### config.mk
export PLATFORM = sky130hd
export DESIGN_NAME = tpc_config_regs
export DESIGN_NICKNAME = d
export VERILOG_FILES = /design/src/common/tpc_pkg.sv /design/src/hw/tpc_limit_cmp.sv /design/src/hw/tpc_config_regs.sv
export SDC_FILE = /design/constraint.sdc
export NUM_CORES = 1
export LEC_CHECK = 0
export BUFFER_PORTS_ARGS = -buffer_cell sky130_fd_sc_hd__buf_2
export CORE_ASPECT_RATIO = 0.75
export CORE_MARGIN = 2
export CORE_UTILIZATION = 41
export CTS_BUF_LIST = sky130_fd_sc_hd__clkbuf_8
export DETAILED_ROUTE_END_ITERATION = 8
export PLACE_DENSITY = 0.81
export SYNTH_ARGS = -nofsm -noshare
export SYNTH_HDL_FRONTEND = slang
export SYNTH_SLANG_ARGS = --single-unit
### constraint.sdc
create_clock -name ref_clk -period 1.9 [get_ports ref_clk]
set_clock_uncertainty 0.15 [all_clocks]
set_input_delay 0.19 -clock ref_clk [delete_from_list [all_inputs] [get_ports ref_clk]]
set_output_delay 0.19 -clock ref_clk [all_outputs]
set_load 0.05 [all_outputs]
### src/common/tpc_pkg.sv
// Purpose: Shared constants for the thermal pin configuration bank.
// Assumes: Eight-bit register addresses and eight-bit register data.
// Notes:   Every offset, field position and reset value lives here.
package tpc_pkg;

    // ************************************************************
    // Register offsets
    // ************************************************************
    localparam logic [7:0] TPC_ADDR_FMT_CFG = 8'h7c;
    localparam logic [7:0] TPC_ADDR_PIN_CFG = 8'h7d;
    localparam logic [7:0] TPC_ADDR_TEST_A  = 8'h7e;
    localparam logic [7:0] TPC_ADDR_TEST_B  = 8'h7f;

    // ************************************************************
    // Reset values and writable bit masks
    // ************************************************************
    localparam logic [7:0] TPC_RST_FMT_CFG  = 8'h00;
    localparam logic [7:0] TPC_RST_PIN_CFG  = 8'h00;
    localparam logic [7:0] TPC_TEST_VALUE   = 8'h00;
    localparam logic [7:0] TPC_MASK_FMT_CFG = 8'hef;
    localparam logic [7:0] TPC_MASK_PIN_CFG = 8'h4f;
    localparam logic [7:0] TPC_READ_UNMAP   = 8'h00;

    // ************************************************************
    // Field positions
    // ************************************************************
    localparam int TPC_BIT_SIGNED_FMT   = 0;
    localparam int TPC_BIT_EN_LO        = 5;
    localparam int TPC_BIT_EN_HI        = 7;
    localparam int TPC_BIT_FUNC_LO      = 0;
    localparam int TPC_BIT_FUNC_HI      = 1;
    localparam int TPC_BIT_ALARM_DIS    = 2;
    localparam int TPC_BIT_SPEED_SEL    = 3;
    localparam int TPC_BIT_ATTEN_BYPASS = 6;

    // ************************************************************
    // Shared pin function codes and limit codes
    // ************************************************************
    typedef enum logic [1:0] {
        TPC_FUNC_FAN4_TACH_INPUT = 2'h0,
        TPC_FUNC_ALARM = 2'h1,
        TPC_FUNC_ALERT = 2'h2,
        TPC_FUNC_GPIO  = 2'h3
    } tpc_func_t;

    // Minus 64 degrees in offset-64 code, minus 128 in signed code.
    localparam logic [7:0] TPC_LIM_OFF_OFF64  = 8'h00;
    localparam logic [7:0] TPC_LIM_OFF_SIGNED = 8'h80;
    localparam logic [7:0] TPC_DUTY_FULL      = 8'hff;
    localparam logic [7:0] TPC_SIGN_FLIP      = 8'h80;

endpackage

### src/hw/tpc_limit_cmp.sv
// Purpose: Compares one temperature channel against its alarm limit.
// Assumes: Temperature and limit share one coding, chosen by fmt_signed.
// Notes:   Purely combinational; the caller registers the result.
`timescale 1ns/1ps
module tpc_limit_cmp
    import tpc_pkg::*;
(
    // Coding select
    input  wire logic       fmt_signed,
    // Channel values
    input  wire logic [7:0] temp,
    input  wire logic [7:0] limit,
    // Result
    output logic            over,
    output logic            limit_off
);

    // ************************************************************
    // Comparison
    // ************************************************************

    // Signed codes get their sign flipped so an unsigned compare works.
    wire logic [7:0] temp_key;
    wire logic [7:0] limit_key;
    wire logic [7:0] off_code;

    assign temp_key  = fmt_signed ? (temp ^ TPC_SIGN_FLIP) : temp;
    assign limit_key = fmt_signed ? (limit ^ TPC_SIGN_FLIP) : limit;

    assign off_code  = fmt_signed ? TPC_LIM_OFF_SIGNED : TPC_LIM_OFF_OFF64;
    assign limit_off = (limit == off_code);

    // A limit at the lowest code turns the channel off, never on.
    assign over = !limit_off && (temp_key > limit_key);

endmodule

### src/hw/tpc_config_regs.sv
// Purpose: Pin and alarm configuration bank with its alarm pin logic.
// Assumes: A serial engine on ref_clk presents decoded register accesses.
// Notes:   Limits, temperatures and maximum duties come from other banks.
//
// Behaviour
// - Local enable bit 6 lets the local limit drive the alarm pin.
// - Remote-2 enable bit 7 lets the remote-2 limit drive the pin.
// - Offset-64 limit of minus 64 degrees turns that channel's alarm off.
// - Signed limit of minus 128 degrees turns that channel's alarm off.
// - With the lock input high, writes to both registers are ignored.
// - Two-bit field picks shared pin role: fan4_tach_input, alarm, alert, GPIO.
// - Alarm disable bit 2 turns the whole alarm feature off.
// - Speed select 0 sends all fans to full speed on alarm.
// - Speed select 1 sends fans to their programmed maximum duty.
// - Bypass bit 6 switches core voltage channel to the unattenuated scale.
// - Both test registers read zero and ignore writes.
// - Format bit 0 selects signed or offset-64 temperature coding.
// - Remote-1 enable bit 5 lets the remote-1 limit drive the pin.
`timescale 1ns/1ps
module tpc_config_regs
    import tpc_pkg::*;
#(
    parameter int NCH  = 3,
    parameter int NFAN = 3
)
(
    // Clock and reset
    input  wire logic                 ref_clk,
    input  wire logic                 rst,
    // Register access from the serial engine
    input  wire logic [7:0]           reg_addr,
    input  wire logic [7:0]           reg_wdata,
    input  wire logic                 reg_wr,
    input  wire logic                 reg_rd,
    output logic [7:0]                reg_rdata,
    // Lock bit held in another configuration register
    input  wire logic                 cfg_lock,
    // Channel temperatures and limits: remote1, local, remote2
    input  wire logic [NCH-1:0][7:0]  chan_temp,
    input  wire logic [NCH-1:0][7:0]  chan_limit,
    // Maximum duties held elsewhere
    input  wire logic [NFAN-1:0][7:0] fan_max_duty,
    // Thermal alarm pin, open drain, active low on the wire
    input  wire logic                 thermal_alarm_pin_in,
    output logic                      thermal_alarm_pin_out,
    output logic                      thermal_alarm_pin_oe,
    output logic                      alarm_timer_in,
    // Shared pin alarm drive and role
    output logic                      shared_pin_out,
    output logic                      shared_pin_oe,
    output logic [3:0]                shared_pin_role,
    // Fan override
    output logic                      fan_override,
    output logic [NFAN-1:0][7:0]      fan_override_duty,
    // Settings used by other blocks
    output logic                      signed_temperature_format,
    output logic                      core_voltage_attenuator_bypass
);

    // ************************************************************
    // Registers
    // ************************************************************
    logic [7:0]           fmt_cfg_r;
    logic [7:0]           pin_cfg_r;
    logic [7:0]           rdata_r;
    logic                 alarm_r;
    logic                 fan_ovr_r;
    logic [NFAN-1:0][7:0] duty_r;
    logic                 pin_meta_r;
    logic                 pin_sync_r;

    // ************************************************************
    // Write decode
    // ************************************************************
    wire logic       wr_ok;
    wire logic       wr_fmt;
    wire logic       wr_pin;
    wire logic [7:0] fmt_cfg_nxt;
    wire logic [7:0] pin_cfg_nxt;

    assign wr_ok  = reg_wr && !cfg_lock;
    assign wr_fmt = wr_ok && (reg_addr == TPC_ADDR_FMT_CFG);
    assign wr_pin = wr_ok && (reg_addr == TPC_ADDR_PIN_CFG);

    assign fmt_cfg_nxt = wr_fmt ? (reg_wdata & TPC_MASK_FMT_CFG) : fmt_cfg_r;
    assign pin_cfg_nxt = wr_pin ? (reg_wdata & TPC_MASK_PIN_CFG) : pin_cfg_r;

    // Configuration storage.
    always_ff @(posedge ref_clk or posedge rst) begin
        if (rst) begin
            fmt_cfg_r <= TPC_RST_FMT_CFG;
            pin_cfg_r <= TPC_RST_PIN_CFG;
        end else begin
            fmt_cfg_r <= fmt_cfg_nxt;
            pin_cfg_r <= pin_cfg_nxt;
        end
    end

    // ************************************************************
    // Read path
    // ************************************************************
    wire logic [7:0] rdata_nxt;

    assign rdata_nxt =
        (reg_addr == TPC_ADDR_FMT_CFG) ? fmt_cfg_r :
        (reg_addr == TPC_ADDR_PIN_CFG) ? pin_cfg_r :
        ((reg_addr == TPC_ADDR_TEST_A) ||
         (reg_addr == TPC_ADDR_TEST_B)) ? TPC_TEST_VALUE :
        TPC_READ_UNMAP;

    // Read data is captured on the read strobe and then held.
    always_ff @(posedge ref_clk or posedge rst) begin
        if (rst) begin
            rdata_r <= TPC_READ_UNMAP;
        end else if (reg_rd) begin
            rdata_r <= rdata_nxt;
        end
    end

    assign reg_rdata = rdata_r;

    // ************************************************************
    // Field decode
    // ************************************************************
    wire logic           fmt_signed;
    wire logic [NCH-1:0] chan_en;
    wire logic [1:0]     pin_func;
    wire logic           alarm_dis;
    wire logic           speed_sel;

    assign fmt_signed = fmt_cfg_r[TPC_BIT_SIGNED_FMT];
    assign chan_en    = fmt_cfg_r[TPC_BIT_EN_HI:TPC_BIT_EN_LO];
    assign pin_func   = pin_cfg_r[TPC_BIT_FUNC_HI:TPC_BIT_FUNC_LO];
    assign alarm_dis  = pin_cfg_r[TPC_BIT_ALARM_DIS];
    assign speed_sel  = pin_cfg_r[TPC_BIT_SPEED_SEL];

    assign signed_temperature_format = fmt_signed;

    assign core_voltage_attenuator_bypass = pin_cfg_r[TPC_BIT_ATTEN_BYPASS];

    assign shared_pin_role[TPC_FUNC_FAN4_TACH_INPUT] = (pin_func == TPC_FUNC_FAN4_TACH_INPUT);
    assign shared_pin_role[TPC_FUNC_ALARM] = (pin_func == TPC_FUNC_ALARM);
    assign shared_pin_role[TPC_FUNC_ALERT] = (pin_func == TPC_FUNC_ALERT);
    assign shared_pin_role[TPC_FUNC_GPIO]  = (pin_func == TPC_FUNC_GPIO);

    // ************************************************************
    // Channel comparison
    // ************************************************************
    logic [NCH-1:0] chan_over;
    logic [NCH-1:0] chan_off;

    // One comparator per temperature channel.
    genvar gi;
    generate
        for (gi = 0; gi < NCH; gi++) begin : g_chan
            tpc_limit_cmp u_cmp (
                .fmt_signed (fmt_signed),
                .temp       (chan_temp[gi]),
                .limit      (chan_limit[gi]),
                .over       (chan_over[gi]),
                .limit_off  (chan_off[gi])
            );
        end
    endgenerate

    // ************************************************************
    // Alarm and fan override
    // ************************************************************
    wire logic                 alarm_nxt;
    logic [NFAN-1:0][7:0]      duty_nxt;

    assign alarm_nxt = !alarm_dis && |(chan_over & chan_en);

    always_comb begin
        for (int i = 0; i < NFAN; i++) begin
            duty_nxt[i] = speed_sel ? fan_max_duty[i] : TPC_DUTY_FULL;
        end
    end

    // Alarm state and override duties.
    always_ff @(posedge ref_clk or posedge rst) begin
        if (rst) begin
            alarm_r   <= 1'b0;
            fan_ovr_r <= 1'b0;
            duty_r    <= '0;
        end else begin
            alarm_r   <= alarm_nxt;
            fan_ovr_r <= alarm_nxt;
            duty_r    <= duty_nxt;
        end
    end

    assign fan_override      = fan_ovr_r;
    assign fan_override_duty = duty_r;

    // The pin is pulled low only while an enabled channel is over.
    assign thermal_alarm_pin_out = 1'b0;
    assign thermal_alarm_pin_oe  = alarm_r;
    assign shared_pin_out        = 1'b0;
    assign shared_pin_oe         = alarm_r && shared_pin_role[TPC_FUNC_ALARM];

    // ************************************************************
    // Timer input synchroniser
    // ************************************************************

    // Two flops before the pin level reaches the assertion timer.
    always_ff @(posedge ref_clk or posedge rst) begin
        if (rst) begin
            pin_meta_r <= 1'b1;
            pin_sync_r <= 1'b1;
        end else begin
            pin_meta_r <= thermal_alarm_pin_in;
            pin_sync_r <= pin_meta_r;
        end
    end

    // Timer sees the asserted (low) pin as a high level.
    assign alarm_timer_in = !pin_sync_r;
endmodule

# Word-level counts from Yosys, hierarchy flattened
# Cells that the tools add are included.
# word_totals
ff_bits,47
input_bits,94
out_inout_bits,44
wordCells,55
# classes
magnitude_cmp,3
n_eq_ne,8
mux,12
bitwise_logic,7
reduce_logical,16
# op_table
operator,count
$mux W8,11
$eq A8 B8 Y1,3
$gt A8 B8 Y1,3
$eq A8 B7 Y1 const B,2
$logic_and A1 B1 Y1,8
$mux W7,1
$logic_not A1 Y1,6
$not A1 Y1,6
$eq A2 B2 Y1 const B,2
$and A3 B3 Y3,1
$reduce_or A3 Y1,1
$eq A2 B1 Y1 const B,1
$logic_not A2 Y1,1

# Logic depth before layout (Yosys ltp)
# depth
depth_word,7
depth_mapped,8
mapped_depth_nobuf,7

# Modules after synthesis
# A second synthesis with hierarchy kept.
# hier_totals
hier_cells,236
area_unflattened_um2,2593.7
# by_module_without_submodules
module,instances,cells_each,area_per_inst_um2,seq_area_each_um2
tpc_config_regs,1,134,1813.0,1153.6
tpc_limit_cmp,3,34,260.2,0.0

# Worst setup path before layout
# Ideal clock, no wire load.
# synth_timing
path_type,register to register
start,reg fmt_cfg_r[0]
end,reg alarm_r (netlist: thermal_alarm_pin_oe)
setup_time_ns,0.149
arrival_time_ns,1.792
required_time_ns,1.601
setup_slack_ns,-0.190
path_stages_with_launch,9
path_buffers,1
synth_period_minus_slack_ns,2.090
path_cell_list,dfrtp_1 > buf_2 > xnor2_1 > ha_1 > nand4_1 > o21ai_0 > a31oi_1 > o31ai_1 > o311ai_0
# synth_via
elab_chain_cells,7
elab_cells_between_ends,22
cone_classes,order compare: 3; eq/ne: 3; mux: 7; bitwise: 1; reduce/logical: 8
# synth_rtl
element,line_no,source
"start, declared",tpc_config_regs.sv:63,logic [7:0] fmt_cfg_r;
"start signal, assigned",tpc_config_regs.sv:94,fmt_cfg_r <= fmt_cfg_nxt;
"parallel branches: the longest is 4 deep, another holds $gt A8 B8 Y1",-,
$and A3 B3 Y3 *,tpc_config_regs.sv:172,assign alarm_nxt = !alarm_dis && |(chan_over & chan_en);
$reduce_or A3 Y1 *,tpc_config_regs.sv:172,
$logic_and A1 B1 Y1 *,tpc_config_regs.sv:172,
via alarm_nxt,tpc_config_regs.sv:169,wire logic alarm_nxt;
"end signal, assigned",tpc_config_regs.sv:187,alarm_r <= alarm_nxt;
"end, declared",tpc_config_regs.sv:66,logic alarm_r;
# Mark *: on every way through the listed nets, which the timed path passes.
# A chain may end at the register's enable or synchronous reset.

# Worst setup path after layout
# Ends and elaborated chain as after synthesis.

==> flow_summary.ini <==
[run_status]
status = finished clean

[cells_and_area]
area_growth_pct = 50.6
final_layout_size_suffix_gt1_share_pct = 43.4
final_cells = 467
nets = 506
num_antenna_cells = 0
n_fill_cell = 486
final_common_cell = buf_2
layout_common_cells = 133 x buf_2, 43 x dfrtp_1, 33 x dlygate4sd3_1
multi_input_area_um2 = 1150
register_area_um2 = 1150

[clock_tree]
clk_latency_ns = 0.29
htree_levels = 2
cts_tree = built
cts_buffers = 5
cts_max_path_buffers = 2
cts_root_buffer = clkbuf_8
clkSinkCount = 46
clk_pin_slew_ns = 0.09

[yosys]
synth_simple_gate_area_share_pct = 15.1
synth_top_area_cell = dfrtp_1
muxShareOfSynthArea_pct = 7.69
postSynthCellCount = 216
syn_area_um2 = 2410
yosysSeqAreaShare_pct = 47.9
yosys-top-cells-area = dfrtp_1 46%, ha_1 12%, nand2b_1 6.2%, mux2_2 5.6%, inv_1 3.7%
synth-async-reset-ratio_pct = 100
yosysTopAreaCellShare_pct = 45.7
synth_compound_area_share_pct = 8.42
synthAdderAreaFrac_pct = 12.5
synth_edf_count = 0
synth_top_family_by_area = simple AND/OR/NAND/NOR gates
synth.avg_cell_area_um2 = 11.1
ys.flop_type = dfrtp_1
synthXorXnorAreaFrac_pct = 2.18
synth_cell_type_count = 35
synth_seq_cells = 46
yosysWarnings = 0

[drt]
drt_wl_total_um = 6000
routedWlPerCell_um = 12.9
final_antenna_net_count = 0
vias = 2188
drtPass1Iterations = 4
viasPerCell = 4.69
drtIter0Drc = 54
drcViolationCount = 0

[grt]
antenna_found_initial = 0
grt_first_pass_wirelength_um = 9850
grt_max_degree = 26
grt_pass1_vias = 2248
track_usage_pct = 18.9
overflow = 0

[timing]
holdWs_ns = 0.125
worst_pin_slew_ns = 0.498
max_slew_margin_pct = 66.7
layout_setup_ws_ns = 0.00750
finalCriticalPeriod_ns = 1.89
finalSetupViolCount = 0
hold_viol = 0
tns_ns = 0
rsz0062_at_grt = yes
finalCritPeriodShare_pct = 99.6
clock.fmax_mhz = 528
drv_slew = 0

[worst_setup_path]
critical_path_peak_fanout = 7
cp-start-kind = flip-flop
cp.arrival_ns = 1.91
worstPathRequired_ns = 1.92
end_kind = flip-flop
crit_type = flip-flop to flip-flop

[power_and_ir_drop]
ir_drop_mv = 0.264
leakagePower_uw = 0.00182
p_per_area_nw_per_um2 = 561
power.total_uw = 2030

[die]
coreArea_um2 = 5740
die_w_um = 92.5
die_h_um = 70.4
rows = 24
start_util_pct = 42.0
io_pins = 138
die_area_um2 = 6510

[job]
maxCapViolCount = 0

[place]
dp_slack_ns = -0.0841
gp_congestion = 0.848
placed_cells_incl_taps = 425
io_buffer_count = 133
place_hpwl_um = 4640

[worst_hold_path]
hold_class = input pin to flip-flop
synthesized netlist by cell type, types with 2 or more instances:
master and number:
dfrtp_1 44, ha_1 24, inv_1 24, nand2b_1 24
mux2_2 12, a21oi_1 9, nor2b_1 9, nand4_1 6
buf_4 5, mux2i_1 5, o2bb2ai_1 5, nand2_1 4
nor4_1 4, o211ai_1 3, o21ai_0 3, xnor2_1 3
xor2_1 3, a22o_1 2, a31oi_1 2, and2_1 2
buf_2 2, clkbuf_1 2, dfstp_2 2, nand3_1 2
nand4b_1 2, nor2_1 2, nor3_1 2, o31ai_1 2
routing by layer:
layer  share of wire (%)  GRT usage (%)  vias up
met5                   0              0        -
met4                0.45           4.15        0
met3                 6.3           4.53        4
met2                  51           33.3       77
met1                  43           23.6     1024
li1                    -              -     1083
timing repair:
item | in CTS | in global routing
setup buffers | 0 | 1
pin swaps | 1 | 6
hold buffers | 33 | 0
hold endpoints to repair | 58 | 0
endpoints found under the setup margin | 1 | 1
gates resized for setup | 3 | 5
area by class of cell:
cell class	count	share of cell area [%]
sequential	46	31.8
inverter	24	2.48
multi-input combinational	139	31.6
clock inverter	2	0.345
tap	78	2.69
clock buffer	6	2.28
timing repair buffer	172	28.7
kinds of logic (layout without fill, tap and decap cells):
logic type / after synthesis / after routing
flops: 46 / 46
other cells: 1 / 3
xor+xnor: 6 / 6
fa+ha+maj: 24 / 24
mux: 17 / 17
simple gates: 59 / 59
buf+inv: 33 / 204
compound gates: 30 / 30
state kept, by name, indices dropped and copies added, names as in the netlist:
signal                count
pin_meta_r                1
reg_rdata                 7
fan_override_duty        24
pin_cfg_r                 5
thermal_alarm_pin_oe      1
fmt_cfg_r                 7
pin_sync_r                1
worst paths after layout:
| kind | start | end | depth (start not counted) | slack [ns] |
|---|---|---|---|---|
| setup reg to reg | fmt_cfg_r[0]$_DFFE_PP0P_ | thermal_alarm_pin_oe$_DFF_PP0_ | 6 | 0.007 |
| max in group asynchronous | rst | pin_sync_r$_DFF_PP1_ | 4 | 0.68 |
| min in group asynchronous | rst | reg_rdata[7]$_DFFE_PP0P_ | 3 | 0.31 |
| setup / recovery | fmt_cfg_r[0]$_DFFE_PP0P_ | thermal_alarm_pin_oe$_DFF_PP0_ | 6 | 0.007 |
| hold reg to reg | pin_meta_r$_DFF_PP1_ | pin_sync_r$_DFF_PP1_ | 0 | 0.21 |
| hold / removal | reg_rd | reg_rdata[6]$_DFFE_PP0P_ | 3 | 0.12 |
worst max-delay path, cell delays in order, from the launching register on:
cell,delay (ns)
dfrtp_2,0.51
xor2_1,0.18
ha_1,0.32
nand4_1,0.13
a21oi_2,0.14
a211oi_2,0.04
o311ai_1,0.31
report_power, final:
group / internal (uW) / switching [uW]
registers: 997 / 11.1
logic: 208 / 214
clock network: 295 / 309
through the flow:
stage	utilization (%)	cell area (um^2)
6_report	63.2	3630
3_5_place_dp	55.2	3160
4_1_cts	62.8	3600
5_1_grt	63.2	3630
3_3_place_gp	55.2	3160
2_1_floorplan	-	2420
Note: power is estimated with default switching activity, not from simulation.
